[src/verilog/lsc_pkg.sv]
// Purpose: Shared constants for the line scan exposure and readout control.
// Assumes: 50 MHz system clock; 32-bit APB register port.
// Notes: Times are kept in their own unit; cycle counts derive from them.
`default_nettype none
package lsc_pkg;
  // ============================================================
  // Clocking
  localparam int REF_CLK_HZ = 50_000_000;
  localparam int US_CYC = REF_CLK_HZ / 1_000_000;
  localparam logic [5:0] US_CYC_M1 = 6'(US_CYC - 1);
  // Pixel periods in ps; enable rate is a phase accumulator step per ref cycle
  localparam int PIX_PER_30_PS = 33300;
  localparam int PIX_PER_15_PS = 66600;
  localparam logic [6:0] PIX_INC_30 = 7'(1_000_000 / PIX_PER_30_PS);
  localparam logic [6:0] PIX_INC_15 = 7'(1_000_000 / PIX_PER_15_PS);
  localparam logic [6:0] PIX_ACC_MOD = 7'(REF_CLK_HZ / 1_000_000);
  // ============================================================
  // Line geometry and timing limits
  localparam logic [10:0] LAST_PIX = 11'h7FF;
  localparam logic [11:0] GAP_LIMIT_PIX = 12'h848;
  localparam logic [15:0] SCAN_MIN_US = 16'h0097;
  localparam logic [15:0] SCAN_MAX_US = 16'h7E5E;
  localparam logic [15:0] SHUT_MARGIN_US = 16'h0096;
  localparam logic [15:0] SHUT_MIN_US = 16'h0001;
  localparam logic [15:0] FACT_SCAN_US = 16'h7E5E;
  localparam logic [15:0] BUSY_HOLD_US = 16'hFFFF;
  localparam int NUM_SETS = 4;
  // ============================================================
  // Register map (byte addresses)
  localparam logic [7:0] A_CTRL = 8'h00;
  localparam logic [7:0] A_SCAN = 8'h04;
  localparam logic [7:0] A_SHUT = 8'h08;
  localparam logic [7:0] A_GAIN = 8'h0C;
  localparam logic [7:0] A_OFFS = 8'h10;
  localparam logic [7:0] A_CFG = 8'h14;
  localparam logic [7:0] A_STAT = 8'h18;
  // CTRL fields
  localparam int CB_EXT = 0;
  localparam int CB_SHUT = 1;
  localparam int CB_BIN = 2;
  localparam int CB_CLK15 = 3;
  localparam logic [3:0] FACT_CTRL = 4'h0;
  // CFG fields: set index in bits 1:0, one-shot actions above
  localparam int CFG_STORE = 4;
  localparam int CFG_LOAD = 5;
  localparam int CFG_FACT = 6;
  typedef enum logic {RD_IDLE, RD_SHIFT} lsc_rd_e;
endpackage
`default_nettype wire

[src/verilog/lsc_exposure_readout.sv]
// Purpose: Line trigger, exposure and pixel readout control with APB config.
// Assumes: ref_clk_i 50 MHz; trigger and select pins are asynchronous.
// Notes: Pixel clock is an enable pulse; sensor data is same-domain logic.
`timescale 1ns/1ps
`default_nettype none
module lsc_exposure_readout (
  // Clock and reset
  input wire logic ref_clk_i,
  input wire logic reset_i,
  // APB slave
  input wire logic psel_i,
  input wire logic penable_i,
  input wire logic pwrite_i,
  input wire logic [7:0] paddr_i,
  input wire logic [31:0] pwdata_i,
  output logic [31:0] prdata_o,
  output logic pready_o,
  output logic pslverr_o,
  // Pins from the frame grabber side
  input wire logic line_trigger_input_i,
  input wire logic serial_off_i,
  input wire logic bin_sel_n_i,
  input wire logic clk_sel_n_i,
  // Sensor side
  input wire logic [23:0] sensor_data_i,
  output logic integrate_o,
  output logic transfer_o,
  output logic sensor_shift_o,
  // Video out
  output logic [23:0] video_o,
  output logic pix_strobe_o,
  output logic line_valid_output_o,
  output logic trig_busy_o,
  // Colour trim
  output logic trim_user_o,
  output logic [23:0] gain_o,
  output logic [23:0] offset_o
);
  import lsc_pkg::*;

  // ============================================================
  // Pin synchronisers
  logic [3:0] pins_s;
  logic trig_s, serial_off_s, bin_n_s, clk_n_s;
  lsc_sync2 #(.WIDTH(4)) u_sync (
    .ref_clk_i(ref_clk_i),
    .reset_i(reset_i),
    .async_i({clk_sel_n_i, bin_sel_n_i, serial_off_i, line_trigger_input_i}),
    .sync_o(pins_s)
  );
  assign {clk_n_s, bin_n_s, serial_off_s, trig_s} = pins_s;

  // ============================================================
  // Configuration registers and user sets
  logic [3:0] ctrl_q, ctrl_d;
  logic [15:0] scan_q, scan_d, shut_q, shut_d;
  logic [23:0] gain_q, gain_d, offs_q, offs_d;
  logic user_q, user_d;
  logic [31:0] prdata_d;
  logic pready_d, pslverr_d;
  logic [3:0] set_ctrl [NUM_SETS];
  logic [15:0] set_scan [NUM_SETS];
  logic [15:0] set_shut [NUM_SETS];
  logic [23:0] set_gain [NUM_SETS];
  logic [23:0] set_offs [NUM_SETS];
  logic wr_en, rd_setup, mapped, store_en;
  logic [1:0] set_idx;
  logic ext_mode, shut_mode, bin_act, clk15_act;
  // Timing-side state read back by status
  logic integ_q, line_valid_q, busy_q;
  logic [15:0] line_cnt_q;

  assign set_idx = pwdata_i[1:0];
  assign mapped = (paddr_i <= A_STAT) && (paddr_i[1:0] == 2'b00);
  assign rd_setup = psel_i && !penable_i;
  // Writes land only at the access edge that sees pready
  assign wr_en = psel_i && penable_i && pready_o && pwrite_i && mapped;
  assign store_en = wr_en && (paddr_i == A_CFG) && pwdata_i[CFG_STORE];
  assign ext_mode = ctrl_q[CB_EXT];
  assign shut_mode = ctrl_q[CB_SHUT];
  // Serial port off hands binning and rate to the pins
  assign bin_act = serial_off_s ? !bin_n_s : ctrl_q[CB_BIN];
  assign clk15_act = serial_off_s ? !clk_n_s : ctrl_q[CB_CLK15];

  // Register writes, set loads and the registered APB answer
  always_comb begin
    ctrl_d = ctrl_q;
    scan_d = scan_q;
    shut_d = shut_q;
    gain_d = gain_q;
    offs_d = offs_q;
    user_d = user_q;
    pready_d = rd_setup;
    pslverr_d = rd_setup && !mapped;
    prdata_d = '0;
    // Register writes stand in for the 9600 baud 8N1 serial commands
    if (wr_en) begin
      case (paddr_i)
        A_CTRL: ctrl_d = pwdata_i[3:0];
        A_SCAN: begin
          // Out-of-range periods are clamped rather than refused
          if (pwdata_i[15:0] < SCAN_MIN_US) scan_d = SCAN_MIN_US;
          else if (pwdata_i[15:0] > SCAN_MAX_US) scan_d = SCAN_MAX_US;
          else scan_d = pwdata_i[15:0];
        end
        A_SHUT: shut_d = pwdata_i[15:0];
        A_GAIN: gain_d = pwdata_i[23:0];
        A_OFFS: offs_d = pwdata_i[23:0];
        A_CFG: begin
          if (pwdata_i[CFG_FACT]) begin
            // Factory values are constants, so no write can alter them
            ctrl_d = FACT_CTRL;
            scan_d = FACT_SCAN_US;
            shut_d = SHUT_MIN_US;
            user_d = 1'b0;
          end else if (pwdata_i[CFG_LOAD]) begin
            ctrl_d = set_ctrl[set_idx];
            scan_d = set_scan[set_idx];
            shut_d = set_shut[set_idx];
            gain_d = set_gain[set_idx];
            offs_d = set_offs[set_idx];
            user_d = 1'b1;
          end
        end
        default: ;
      endcase
    end
    if (rd_setup) begin
      case (paddr_i)
        A_CTRL: prdata_d = {28'h0000000, ctrl_q};
        A_SCAN: prdata_d = {16'h0000, scan_q};
        A_SHUT: prdata_d = {16'h0000, shut_q};
        A_GAIN: prdata_d = {8'h00, gain_q};
        A_OFFS: prdata_d = {8'h00, offs_q};
        A_STAT: prdata_d = {line_cnt_q, 10'h000, user_q, clk15_act, bin_act, busy_q,
                            integ_q, line_valid_q};
        default: prdata_d = '0;
      endcase
    end
  end

  // Reset brings up the factory set
  always_ff @(posedge ref_clk_i) begin
    if (reset_i) begin
      ctrl_q <= FACT_CTRL;
      scan_q <= FACT_SCAN_US;
      shut_q <= SHUT_MIN_US;
      gain_q <= '0;
      offs_q <= '0;
      user_q <= 1'b0;
      prdata_o <= '0;
      pready_o <= 1'b0;
      pslverr_o <= 1'b0;
      gain_o <= '0;
      offset_o <= '0;
    end else begin
      ctrl_q <= ctrl_d;
      scan_q <= scan_d;
      shut_q <= shut_d;
      gain_q <= gain_d;
      offs_q <= offs_d;
      user_q <= user_d;
      prdata_o <= prdata_d;
      pready_o <= pready_d;
      pslverr_o <= pslverr_d;
      gain_o <= user_d ? gain_d : '0;
      offset_o <= user_d ? offs_d : '0;
    end
  end

  // User set storage; plain memory, contents undefined until stored
  always_ff @(posedge ref_clk_i) begin
    if (store_en) begin
      set_ctrl[set_idx] <= ctrl_q;
      set_scan[set_idx] <= scan_q;
      set_shut[set_idx] <= shut_q;
      set_gain[set_idx] <= gain_q;
      set_offs[set_idx] <= offs_q;
    end
  end

  // ============================================================
  // Line timing, exposure and readout
  lsc_rd_e rd_q, rd_d;
  logic [5:0] us_div_q, us_div_d;
  logic [6:0] pix_acc_q, pix_acc_d, acc_sum;
  logic [15:0] line_us_q, line_us_d, busy_cnt_q, busy_cnt_d, shut_eff, shut_lim;
  logic [15:0] line_cnt_d;
  logic [11:0] gap_q, gap_d;
  logic [10:0] pix_idx_q, pix_idx_d;
  logic [23:0] pair_q, pair_d, video_d;
  logic [8:0] chan_sum;
  logic trig_prev_q, us_tick, pix_en, trig_rise, trig_fall, gap_ok, line_start;
  logic integ_d, xfer_d, shift_d, strobe_d, line_valid_d, busy_d;

  assign trig_rise = trig_s && !trig_prev_q;
  assign trig_fall = !trig_s && trig_prev_q;
  // Microsecond tick runs off the system clock only, whatever the pixel rate
  assign us_tick = (us_div_q == US_CYC_M1);
  assign acc_sum = pix_acc_q + (clk15_act ? PIX_INC_15 : PIX_INC_30);
  assign pix_en = (acc_sum >= PIX_ACC_MOD);
  // Gap in pixel periods is what caps the line rate at either pixel clock
  assign gap_ok = (gap_q > GAP_LIMIT_PIX);
  assign shut_lim = scan_q - SHUT_MARGIN_US;
  assign shut_eff = (shut_q < SHUT_MIN_US) ? SHUT_MIN_US :
                    (shut_q > shut_lim) ? shut_lim : shut_q;

  always_comb begin
    us_div_d = us_tick ? 6'h00 : us_div_q + 6'h01;
    pix_acc_d = pix_en ? acc_sum - PIX_ACC_MOD : acc_sum;
    line_us_d = line_us_q;
    busy_cnt_d = busy_cnt_q;
    gap_d = (pix_en && !gap_ok) ? gap_q + 12'h001 : gap_q;
    rd_d = rd_q;
    pix_idx_d = pix_idx_q;
    pair_d = pair_q;
    video_d = video_o;
    chan_sum = '0;
    integ_d = integ_q;
    line_start = 1'b0;
    shift_d = 1'b0;
    strobe_d = 1'b0;
    if (ext_mode) begin
      // Programmed period and exposure play no part here
      line_us_d = '0;
      if (trig_rise || trig_fall) busy_cnt_d = BUSY_HOLD_US;
      else if (us_tick && busy_cnt_q != '0) busy_cnt_d = busy_cnt_q - 16'h0001;
      if (trig_rise && gap_ok) line_start = 1'b1;
      if (!shut_mode) integ_d = 1'b1;
      else if (trig_fall) integ_d = 1'b1;
      else if (trig_rise) integ_d = 1'b0;
    end else begin
      busy_cnt_d = '0;
      if (us_tick) begin
        if (line_us_q >= scan_q - 16'h0001) begin
          line_us_d = '0;
          line_start = gap_ok;
        end else begin
          line_us_d = line_us_q + 16'h0001;
        end
      end
      // Shutter opens the last shut_eff microseconds of each period
      if (shut_mode) integ_d = (line_us_d >= scan_q - shut_eff);
      else integ_d = 1'b1;
    end
    if (line_start) gap_d = '0;
    xfer_d = line_start;
    // Readout of one line; a new transfer only starts after the gap
    case (rd_q)
      RD_IDLE: begin
        pix_idx_d = '0;
        if (line_start) rd_d = RD_SHIFT;
      end
      RD_SHIFT: begin
        if (pix_en) begin
          shift_d = 1'b1;
          pix_idx_d = pix_idx_q + 11'h001;
          if (!bin_act) begin
            video_d = sensor_data_i;
            strobe_d = 1'b1;
          end else if (!pix_idx_q[0]) begin
            pair_d = sensor_data_i;
          end else begin
            // Pair sum saturates at full scale per colour
            for (int c = 0; c < 3; c++) begin
              chan_sum = {1'b0, pair_q[c*8 +: 8]} + {1'b0, sensor_data_i[c*8 +: 8]};
              video_d[c*8 +: 8] = chan_sum[8] ? 8'hFF : chan_sum[7:0];
            end
            strobe_d = 1'b1;
          end
          if (pix_idx_q == LAST_PIX) rd_d = RD_IDLE;
        end
      end
      default: rd_d = RD_IDLE;
    endcase
    line_valid_d = (rd_d == RD_SHIFT);
    busy_d = ext_mode && (busy_cnt_d != '0);
    line_cnt_d = line_start ? line_cnt_q + 16'h0001 : line_cnt_q;
  end

  // Timing registers; integration is open at reset as in internal scan
  always_ff @(posedge ref_clk_i) begin
    if (reset_i) begin
      us_div_q <= '0;
      pix_acc_q <= '0;
      line_us_q <= '0;
      busy_cnt_q <= '0;
      gap_q <= '0;
      rd_q <= RD_IDLE;
      pix_idx_q <= '0;
      pair_q <= '0;
      trig_prev_q <= 1'b0;
      integ_q <= 1'b1;
      line_valid_q <= 1'b0;
      busy_q <= 1'b0;
      line_cnt_q <= '0;
      transfer_o <= 1'b0;
      sensor_shift_o <= 1'b0;
      pix_strobe_o <= 1'b0;
      video_o <= '0;
    end else begin
      us_div_q <= us_div_d;
      pix_acc_q <= pix_acc_d;
      line_us_q <= line_us_d;
      busy_cnt_q <= busy_cnt_d;
      gap_q <= gap_d;
      rd_q <= rd_d;
      pix_idx_q <= pix_idx_d;
      pair_q <= pair_d;
      trig_prev_q <= trig_s;
      integ_q <= integ_d;
      line_valid_q <= line_valid_d;
      busy_q <= busy_d;
      line_cnt_q <= line_cnt_d;
      transfer_o <= xfer_d;
      sensor_shift_o <= shift_d;
      pix_strobe_o <= strobe_d;
      video_o <= video_d;
    end
  end

  assign integrate_o = integ_q;
  assign line_valid_output_o = line_valid_q;
  assign trig_busy_o = busy_q;
  assign trim_user_o = user_q;

  // ============================================================
  // Checks
  a_gap_guard: assert property (@(posedge ref_clk_i) disable iff (reset_i)
    transfer_o |-> $past(gap_q) > GAP_LIMIT_PIX) else $error("transfer too soon");
  a_ext_shut_open: assert property (@(posedge ref_clk_i) disable iff (reset_i)
    (ext_mode && shut_mode && trig_fall) |=> integrate_o) else $error("no open on fall");
  a_ext_shut_close: assert property (@(posedge ref_clk_i) disable iff (reset_i)
    (ext_mode && shut_mode && trig_rise && !trig_fall) |=> !integrate_o)
    else $error("no close on rise");
  a_scan_exposed: assert property (@(posedge ref_clk_i) disable iff (reset_i)
    (!shut_mode && $past(!shut_mode)) |-> integrate_o) else $error("scan gap in exposure");
  a_bin_pairs: assert property (@(posedge ref_clk_i) disable iff (reset_i)
    (pix_strobe_o && $past(bin_act)) |-> $past(pix_idx_q[0])) else $error("bin strobe rate");
  a_valid_span: assert property (@(posedge ref_clk_i) disable iff (reset_i)
    transfer_o == $rose(line_valid_output_o)) else $error("line valid start");
  a_scan_range: assert property (@(posedge ref_clk_i) disable iff (reset_i)
    scan_q >= SCAN_MIN_US && scan_q <= SCAN_MAX_US && shut_eff <= scan_q - SHUT_MARGIN_US)
    else $error("period out of range");
  a_int_wrap: assert property (@(posedge ref_clk_i) disable iff (reset_i)
    (!ext_mode && us_tick && line_us_q >= scan_q - 16'h0001) |=> line_us_q == '0)
    else $error("period wrap missed");
  a_busy_ext: assert property (@(posedge ref_clk_i) disable iff (reset_i)
    trig_busy_o |-> $past(ext_mode)) else $error("busy outside external");
  a_factory_trim: assert property (@(posedge ref_clk_i) disable iff (reset_i)
    !trim_user_o |-> (gain_o == '0 && offset_o == '0)) else $error("trim under factory");
endmodule
`default_nettype wire

[src/verilog/lsc_sync2.sv]
// Purpose: Two-flop synchroniser for a group of unrelated level inputs.
// Assumes: Each bit is an independent level; no word coherence needed.
// Notes: First stage is read by the second stage only.
`timescale 1ns/1ps
`default_nettype none
module lsc_sync2 #(
  parameter int WIDTH = 1
) (
  // Clock and reset
  input wire logic ref_clk_i,
  input wire logic reset_i,
  // Levels
  input wire logic [WIDTH-1:0] async_i,
  output logic [WIDTH-1:0] sync_o
);
  logic [WIDTH-1:0] meta_q;
  // ============================================================
  // Two stages, cleared by reset
  always_ff @(posedge ref_clk_i) begin
    if (reset_i) begin
      meta_q <= '0;
      sync_o <= '0;
    end else begin
      meta_q <= async_i;
      sync_o <= meta_q;
    end
  end
endmodule
`default_nettype wire
[config.mk]
export PLATFORM = sky130hd
export DESIGN_NAME = lsc_exposure_readout
export DESIGN_NICKNAME = d
export VERILOG_FILES = /design/src/verilog/lsc_pkg.sv /design/src/verilog/lsc_exposure_readout.sv /design/src/verilog/lsc_sync2.sv
export SDC_FILE = /design/constraint.sdc
export NUM_CORES = 1
export LEC_CHECK = 0
export ABC_CLOCK_PERIOD_IN_PS = 21100
export BUFFER_PORTS_ARGS = -buffer_cell sky130_fd_sc_hd__buf_2
export CORE_MARGIN = 1.5
export CORE_UTILIZATION = 37
export DETAILED_ROUTE_END_ITERATION = 8
export GPL_ROUTABILITY_DRIVEN = 0
export PLACE_DENSITY = 0.49
export SETUP_SLACK_MARGIN = 0.3
export SYNTH_ARGS = -nofsm -noshare
export SYNTH_HDL_FRONTEND = slang
export SYNTH_HIERARCHICAL = 1
export SYNTH_SLANG_ARGS = --single-unit
[constraint.sdc]
create_clock -name ref_clk_i -period 21.1 [get_ports ref_clk_i]
set_input_delay 4.22 -clock ref_clk_i [delete_from_list [all_inputs] [get_ports ref_clk_i]]
set_output_delay 4.22 -clock ref_clk_i [all_outputs]
set_load 0.02 [all_outputs]
==> results of run 1 <==
## cell families after synthesis
| logic type | after synthesis | synth area share |
|---|---|---|
| flip-flops | 650 | 0.570 |
| adder cells (fa/ha/maj) | 110 | 0.0489 |
| multiplexers | 103 | 0.0735 |
| AO/OA/AOI/OAI | 501 | 0.110 |
| AND/OR/NAND/NOR | 821 | 0.138 |
| XOR/XNOR | 106 | 0.0323 |
| buffers and inverters | 199 | 0.0274 |
## sequential cells by signal, summed over array words and instances, names as in the netlist, 6 cells and up
| register | cells |
|---|---|
| offset_o | 24 |
| line_us_q | 16 |
| set_scan | 64 |
| us_div_q | 6 |
| pair_q | 24 |
| busy_cnt_q | 16 |
| offs_q | 24 |
| gain_q | 24 |
| pix_idx_q | 11 |
| set_gain | 96 |
| pix_acc_q | 7 |
| shut_q | 16 |
| scan_q | 16 |
| gain_o | 24 |
| line_cnt_q | 16 |
| set_offs | 96 |
| gap_q | 12 |
| video_o | 24 |
| set_ctrl | 16 |
| set_shut | 64 |
| prdata_o | 32 |
## routing by layer
metal | track usage | part of all wire | wire [µm] | vias up
li1 | - | - | - | 9529
met4 | 0.0585 | 0.023 | 1870 | 2
met3 | 0.0380 | 0.063 | 5140 | 133
met2 | 0.333 | 0.47 | 38100 | 630
met1 | 0.274 | 0.44 | 35900 | 10200
met5 | 0 | 0.00016 | 13 | -
## power by group
| group | total (mW) | internal, mW | switching (mW) |
|---|---|---|---|
| clock network | 1.34 | 0.806 | 0.531 |
| registers | 1.33 | 1.32 | 0.00759 |
| logic | 0.159 | 0.0608 | 0.0984 |
| total | 2.83 | 2.19 | 0.637 |
## worst paths after layout
check / startpoint / end / cells past startpoint
setup / recovery: paddr_i[1] / set_shut[3][12] / 9
setup reg to reg: scan_q[8] / integrate_o / 28
hold / removal: u_sync/meta_q[0] / u_sync/sync_o[0] / 1
hold reg to reg: u_sync/meta_q[0] / u_sync/sync_o[0] / 1
## cells in the mapped netlist, types with 4 or more instances
master and number:
sky130_fd_sc_hd__a22oi_1 11, sky130_fd_sc_hd__nor3_1 45, sky130_fd_sc_hd__a21o_1 16, sky130_fd_sc_hd__a21oi_1 177
sky130_fd_sc_hd__nor3b_1 7, sky130_fd_sc_hd__mux4_2 86, sky130_fd_sc_hd__o21a_1 7, sky130_fd_sc_hd__inv_1 60
sky130_fd_sc_hd__nand4_1 20, sky130_fd_sc_hd__o21ai_0 101, sky130_fd_sc_hd__a221oi_1 31, sky130_fd_sc_hd__nand2b_1 17
sky130_fd_sc_hd__dfxtp_1 314, sky130_fd_sc_hd__nor4_1 17, sky130_fd_sc_hd__nand3_1 50, sky130_fd_sc_hd__ha_1 106
sky130_fd_sc_hd__fa_1 4, sky130_fd_sc_hd__buf_2 22, sky130_fd_sc_hd__mux2_2 5, sky130_fd_sc_hd__and3_1 53
sky130_fd_sc_hd__mux2i_1 12, sky130_fd_sc_hd__edfxtp_1 336, sky130_fd_sc_hd__a222oi_1 21, sky130_fd_sc_hd__or4_1 9
sky130_fd_sc_hd__a211oi_1 26, sky130_fd_sc_hd__o21bai_1 5, sky130_fd_sc_hd__nand3b_1 4, sky130_fd_sc_hd__a31oi_1 16
sky130_fd_sc_hd__xnor2_1 61, sky130_fd_sc_hd__buf_1 13, sky130_fd_sc_hd__clkbuf_1 99, sky130_fd_sc_hd__nor2_1 200
sky130_fd_sc_hd__o22ai_1 26, sky130_fd_sc_hd__xor2_1 45, sky130_fd_sc_hd__nand2_1 266, sky130_fd_sc_hd__o31ai_1 13
sky130_fd_sc_hd__or3_1 22, sky130_fd_sc_hd__o211ai_1 20, sky130_fd_sc_hd__and2_1 53, sky130_fd_sc_hd__nor2b_1 32
## area by class of cell
class | count | area (µm²)
diodes | 1 | 2.50
clock buffers | 111 | 2180
clock inverters | 28 | 399
fillers | 7220 | 43900
inverters | 61 | 229
multi-input cells | 1641 | 11700
flip-flops and latches | 650 | 16400
well taps | 1040 | 1300
repair buffers | 208 | 1130
## per-stage QoR
stage               setup slack [ps]  utilization
detailed placement             12400        0.397
floorplan                       8900            -
global placement               12450        0.397
CTS                            13040        0.431
finish                         13030        0.431
global route                   12940        0.431
==> qor.yml, run 1 <==
critical_path:
  critPathTopFamily: "simple AND/OR/NAND/NOR gates"
  crit_arrival_ps: 8290
  critical_path.max_fanout: 44
  crit_path_cell_trace: "buf_2, or4_4, nor3_4, nand2_2, nor2_2, nand2_1, nor2_4, buf_4, buf_4"
  critPathKind: "input port to flip-flop"
  cp_common_cell: "sky130_fd_sc_hd__buf_4"
  cp_num_buf_inv: 3
  reg2reg_slack_ps: 13660
  kind_of_capture_point_of_the_worst_setup_path: "flip-flop"
  critPathRequiredTime_ps: 21330
  sort_of_element_at_the_start_of_the_critical_path: "input port"
  crit_path_top_delay_cell: "sky130_fd_sc_hd__buf_4"
  cp_slowest_stage_delay_ps: 700
detailed_routing:
  detail-route-antenna-nets: 0
  route.detailed.vias_per_inst: 5.48
  firstDrtPassIters: 9
  wirelength_mm: 81.0
  via_count: 20500
  drt_iter0_markers: 1524
  drc_errors: 0
  routedWlPerCell_um: 21.7
clocking:
  clkSlewWorstSetupHoldPaths_ps: 50
  clock_path_buffers: 3
  clock_tree.root_cell: "sky130_fd_sc_hd__clkbuf_16"
  post_cts_resized: 0
  postCtsHoldBufs: 0
  cts_tree: "yes"
  worst_skew_pair.late_latency_ps: 630
  cts_num_sinks: 650
  cts_made_buffers: 75
  cts_htree_levels: 3
  cts.repair_timing.setup_buffer_count: 0
floorplan:
  die_x_um: 282
  die_area_um2: 79300
  design.portCount: 186
  chipHeight_um: 282
  core_um2: 77200
  floorplan.initialDensity: 0.372
  row_count: 102
worst_hold_path:
  holdCritPathClass: "flip-flop to flip-flop"
synth:
  top_flip_flop_cell_by_instance_count_after_synthesis: "sky130_fd_sc_hd__edfxtp_1"
  mappedNetlistArea_um2: 28700
  synth_fp_nets: 2673
  synth.area.top_cells: "sky130_fd_sc_hd__edfxtp_1 35%, sky130_fd_sc_hd__dfxtp_1 22%, sky130_fd_sc_hd__mux4_2 6.7%"
  edff_count_synth: 336
  synth-seq-area-share: 0.570
  synth.distinct_cells: 79
  cell_count_after_synthesis: 2490
  ys_seq_elements: 650
  synth-async-reset-ratio: 0
  synth_warnings: 6
  synth.largest_area_cell: "sky130_fd_sc_hd__edfxtp_1"
  yosysTopAreaCellShare: 0.351
  synthesized_area_per_cell_um2: 11.5
global_routing:
  grt_first_pass_wirelength_mm: 123
  gr-total-overflow: 0
  grt_antenna_before_repair: 2
  gr_util_all_layers: 0.203
  pin_count_of_the_biggest_net_entering_global_routing: 64
  via_count_of_the_first_global_routing_pass: 20100
timing:
  finalSetupViolations: 0
  timing.setup.tns_ps: 0
  clock_period_minus_worst_slack_ps: 8070
  fin_worst_skew_ps: 30.4
  slew-limit-headroom: 0.237
  timing_worst_slew_pin_value_ps: 1140
  grt_setup_unrepaired: "false"
  timing.hold.ws_ps: 441
  final_min_period_over_clock_period: 0.382
  final_max_slew_viol_count: 0
  timing.fmax_mhz: 124
  final-hold-violation-count: 0
cells_and_area:
  finalNetCount: 2820
  ratio_of_cells_with_drive_above_1_in_the_final_layout: 0.164
  design_area_um2: 33300
  layout_common_cells: "336 x sky130_fd_sc_hd__edfxtp_1, 314 x sky130_fd_sc_hd__dfxtp_1, 266 x sky130_fd_sc_hd__nand2_1"
  instances_no_fill: 3740
  layout-area-overhead-vs-synth_pct: 15.8
  layout_commonest_cell: "sky130_fd_sc_hd__edfxtp_1"
job:
  max_cap_viol_count: 0
outcome:
  status: "complete, no violations"
power_and_ir_drop:
  worst_ir_drop_vdd_mv: 0.0560
  total_power_mw: 2.83
  power_density_nw_per_um2: 85.0
  leakage_power_nw: 12.4
placed_design:
  placed_cell_area_um2: 30700
  place.port_buffers: 177
  dp_hpwl_mm: 51.1
  place_inst: 3600
(Power assumes the default switching activity.)
==> run 2, diff against run 1 <==
Settings changed: ABC_CLOCK_PERIOD_IN_PS 21100 to 8400.
Clock period 21.1 ns to 8.4 ns, I/O delays scaled along.
==> run 2 against run 1 <==
  * Sequential share of layout area is 0.052 points lower
  * Final cell count is 0.13% lower
  * Global-route usage is 0.16 points higher
  * Hold slack worse by 8.7 ps
  * Critical endpoint is now integrate_o
  * Die area stayed put
  * Routed wire length is 0.97% higher
  * Sequential power grew to 2.5 times the previous value
  * Critical path depth is 20 higher
  * Clock skew is 23 ps higher
  * Core utilization hardly changed
==> qor.yml, run 2 (synthesis results as in run 1) <==
critical_path:
  critPathKind: "flip-flop to flip-flop"
  kind_of_capture_point_of_the_worst_setup_path: "flip-flop"
  crit_arrival_ps: 7580  # -710 ps
  critical_path.max_fanout: 25  # -43%
  crit_path_top_delay_cell: "sky130_fd_sc_hd__and2_1"
  sort_of_element_at_the_start_of_the_critical_path: "flip-flop"
  critPathRequiredTime_ps: 8870  # -12,460 ps
  cp_slowest_stage_delay_ps: 770  # +70 ps
detailed_routing:
  via_count: 20400  # -0.31%
  drc_errors: 0  # unchanged
  drt_iter0_markers: 1433  # -6.0%
  detail-route-antenna-nets: 0  # unchanged
  firstDrtPassIters: 6  # -3
  wirelength_mm: 81.8  # +0.97%
  routedWlPerCell_um: 21.9  # +1.1%
  route.detailed.vias_per_inst: 5.47  # -0.18%
clocking:
  cts_htree_levels: 3  # unchanged
  clkSlewWorstSetupHoldPaths_ps: 60  # about the same
  clock_tree.root_cell: "sky130_fd_sc_hd__clkbuf_16"
  cts_made_buffers: 74  # -1.3%
  worst_skew_pair.late_latency_ps: 640  # about the same
  cts_num_sinks: 650  # unchanged
  cts.repair_timing.setup_buffer_count: 0  # unchanged
  postCtsHoldBufs: 0  # unchanged
  clock_path_buffers: 3  # unchanged
  post_cts_resized: 0  # unchanged
  cts_tree: "yes"
cells_and_area:
  layout-area-overhead-vs-synth_pct: 15.9
  diodes: 0  # -1
  layout_commonest_cell: "sky130_fd_sc_hd__edfxtp_1"
  filler_cell_count: 7241  # +0.29%
  multiInputGateArea_um2: 11700  # +0.14%
  finalNetCount: 2818  # -0.071%
  layout_common_cells: "336 x sky130_fd_sc_hd__edfxtp_1, 314 x sky130_fd_sc_hd__dfxtp_1, 266 x sky130_fd_sc_hd__nand2_1"
  regArea_um2: 16400  # unchanged
  ratio_of_cells_with_drive_above_1_in_the_final_layout: 0.168  # +0.00395
  top_regs: "set_gain: 96 flops, set_offs: 96 flops"
global_routing:
  via_count_of_the_first_global_routing_pass: 20200  # +0.51%
  grt_antenna_before_repair: 2  # unchanged
  gr_util_all_layers: 0.205  # +0.00159
  grt_first_pass_wirelength_mm: 124  # +0.63%
  gr-total-overflow: 0  # unchanged
  pin_count_of_the_biggest_net_entering_global_routing: 72  # +13%
worst_hold_path:
  holdCritPathClass: "flip-flop to flip-flop"
timing:
  finalSetupViolations: 0  # unchanged
  slew-limit-headroom: 0.257  # +0.0197
  final_min_period_over_clock_period: 0.846
  postLayoutSetupSlackWorst_ps: 1290  # -11,740 ps
  final_max_slew_viol_count: 0  # unchanged
  fin_worst_skew_ps: 53.3  # +22.9 ps
  grt_setup_unrepaired: "false"
  clock_period_minus_worst_slack_ps: 7110
  timing.fmax_mhz: 141
  timing_worst_slew_pin_value_ps: 1110  # -29.5 ps
  final-hold-violation-count: 0  # unchanged
  timing.setup.tns_ps: 0  # unchanged
outcome:
  status: "complete, no violations"
power_and_ir_drop:
  worst_ir_drop_vdd_mv: 0.128  # +130%
  leakage_power_nw: 12.4  # +0.32%
  total_power_mw: 7.10  # +150%
  power_density_nw_per_um2: 213  # +150%
placed_design:
  place.port_buffers: 177  # unchanged
  dp_hpwl_mm: 51.4  # +0.55%
  place_worst_setup_slack_ps: 1330  # -11,070 ps
floorplan:
  die_area_um2: 79300  # unchanged
  die_x_um: 282  # unchanged
  chipHeight_um: 282  # unchanged
  core_um2: 77200  # unchanged
  design.portCount: 186  # unchanged
  floorplan.initialDensity: 0.372  # unchanged
  row_count: 102  # unchanged
job:
  max_cap_viol_count: 0  # unchanged
## run 2: cell types whose count changed in the layout (fill, tap and decap cells not counted), moves of 2 or more
cell,change
sky130_fd_sc_hd__clkbuf_8,+2
sky130_fd_sc_hd__nor2_1,-2
sky130_fd_sc_hd__buf_4,-2
sky130_fd_sc_hd__clkinv_8,-3
sky130_fd_sc_hd__inv_16,+3
sky130_fd_sc_hd__clkinv_1,-5
sky130_fd_sc_hd__bufinv_16,-3
sky130_fd_sc_hd__clkbuf_1,-7
sky130_fd_sc_hd__clkinvlp_4,-2
sky130_fd_sc_hd__clkinv_2,+9
sky130_fd_sc_hd__clkbuf_16,+2
## run 2: worst max-delay path: cells and delay by family, from the launching register on
| family | cells | cell delay, ps |
|---|---|---|
| adders and majority gates | 5 | 1500 |
| and+or+nand+nor | 11 | 2540 |
| xor gates and xnor gates | 2 | 290 |
| buffers and inverters | 1 | 50 |
| AOI/OAI and AO/OA | 10 | 2070 |
| DFF | 1 | 480 |
## run 2: power breakdown
part | leakage [nW] | internal (mW) | switching [mW]
registers | 6.16 | 3.32 | 0.0200
logic | 5.01 | 0.153 | 0.253
clock network | 1.28 | 2.00 | 1.36
total | 12.4 | 5.47 | 1.63
## run 2: cell type report
cell class,instances,area share
clock buffer,108,0.0669
clock inverter,28,0.0109
inverter,61,0.00688
multi-input combinational,1641,0.350
sequential,650,0.492
tap,1040,0.0391
timing repair buffer,207,0.0341
## run 2: path summary, 6_finish.rpt
kind | end | slack (ps) | start | cells after the start
max | integrate_o | 1290 | scan_q[1] | 29
min reg2reg | u_sync/sync_o[1] | 430 | u_sync/meta_q[1] | 1
max reg2reg | integrate_o | 1290 | scan_q[1] | 29
min | u_sync/sync_o[1] | 430 | u_sync/meta_q[1] | 1
## run 2: per-stage QoR
step                      utilization  hold slack, ps  area (µm²)  instances
after floorplan                     -             414       28700       2490
after global placement          0.398             427       30700       3599
after detailed placement        0.398             420       30700       3599
after CTS                       0.431             433       33300       3735
after global routing            0.431             456       33300       3735
final                           0.431             432       33300       3735
## run 2: per-layer routing
layer	GRT usage	share of wire
met5	0	0.00012
met4	0.0444	0.014
met3	0.0343	0.058
met2	0.342	0.48
met1	0.279	0.45
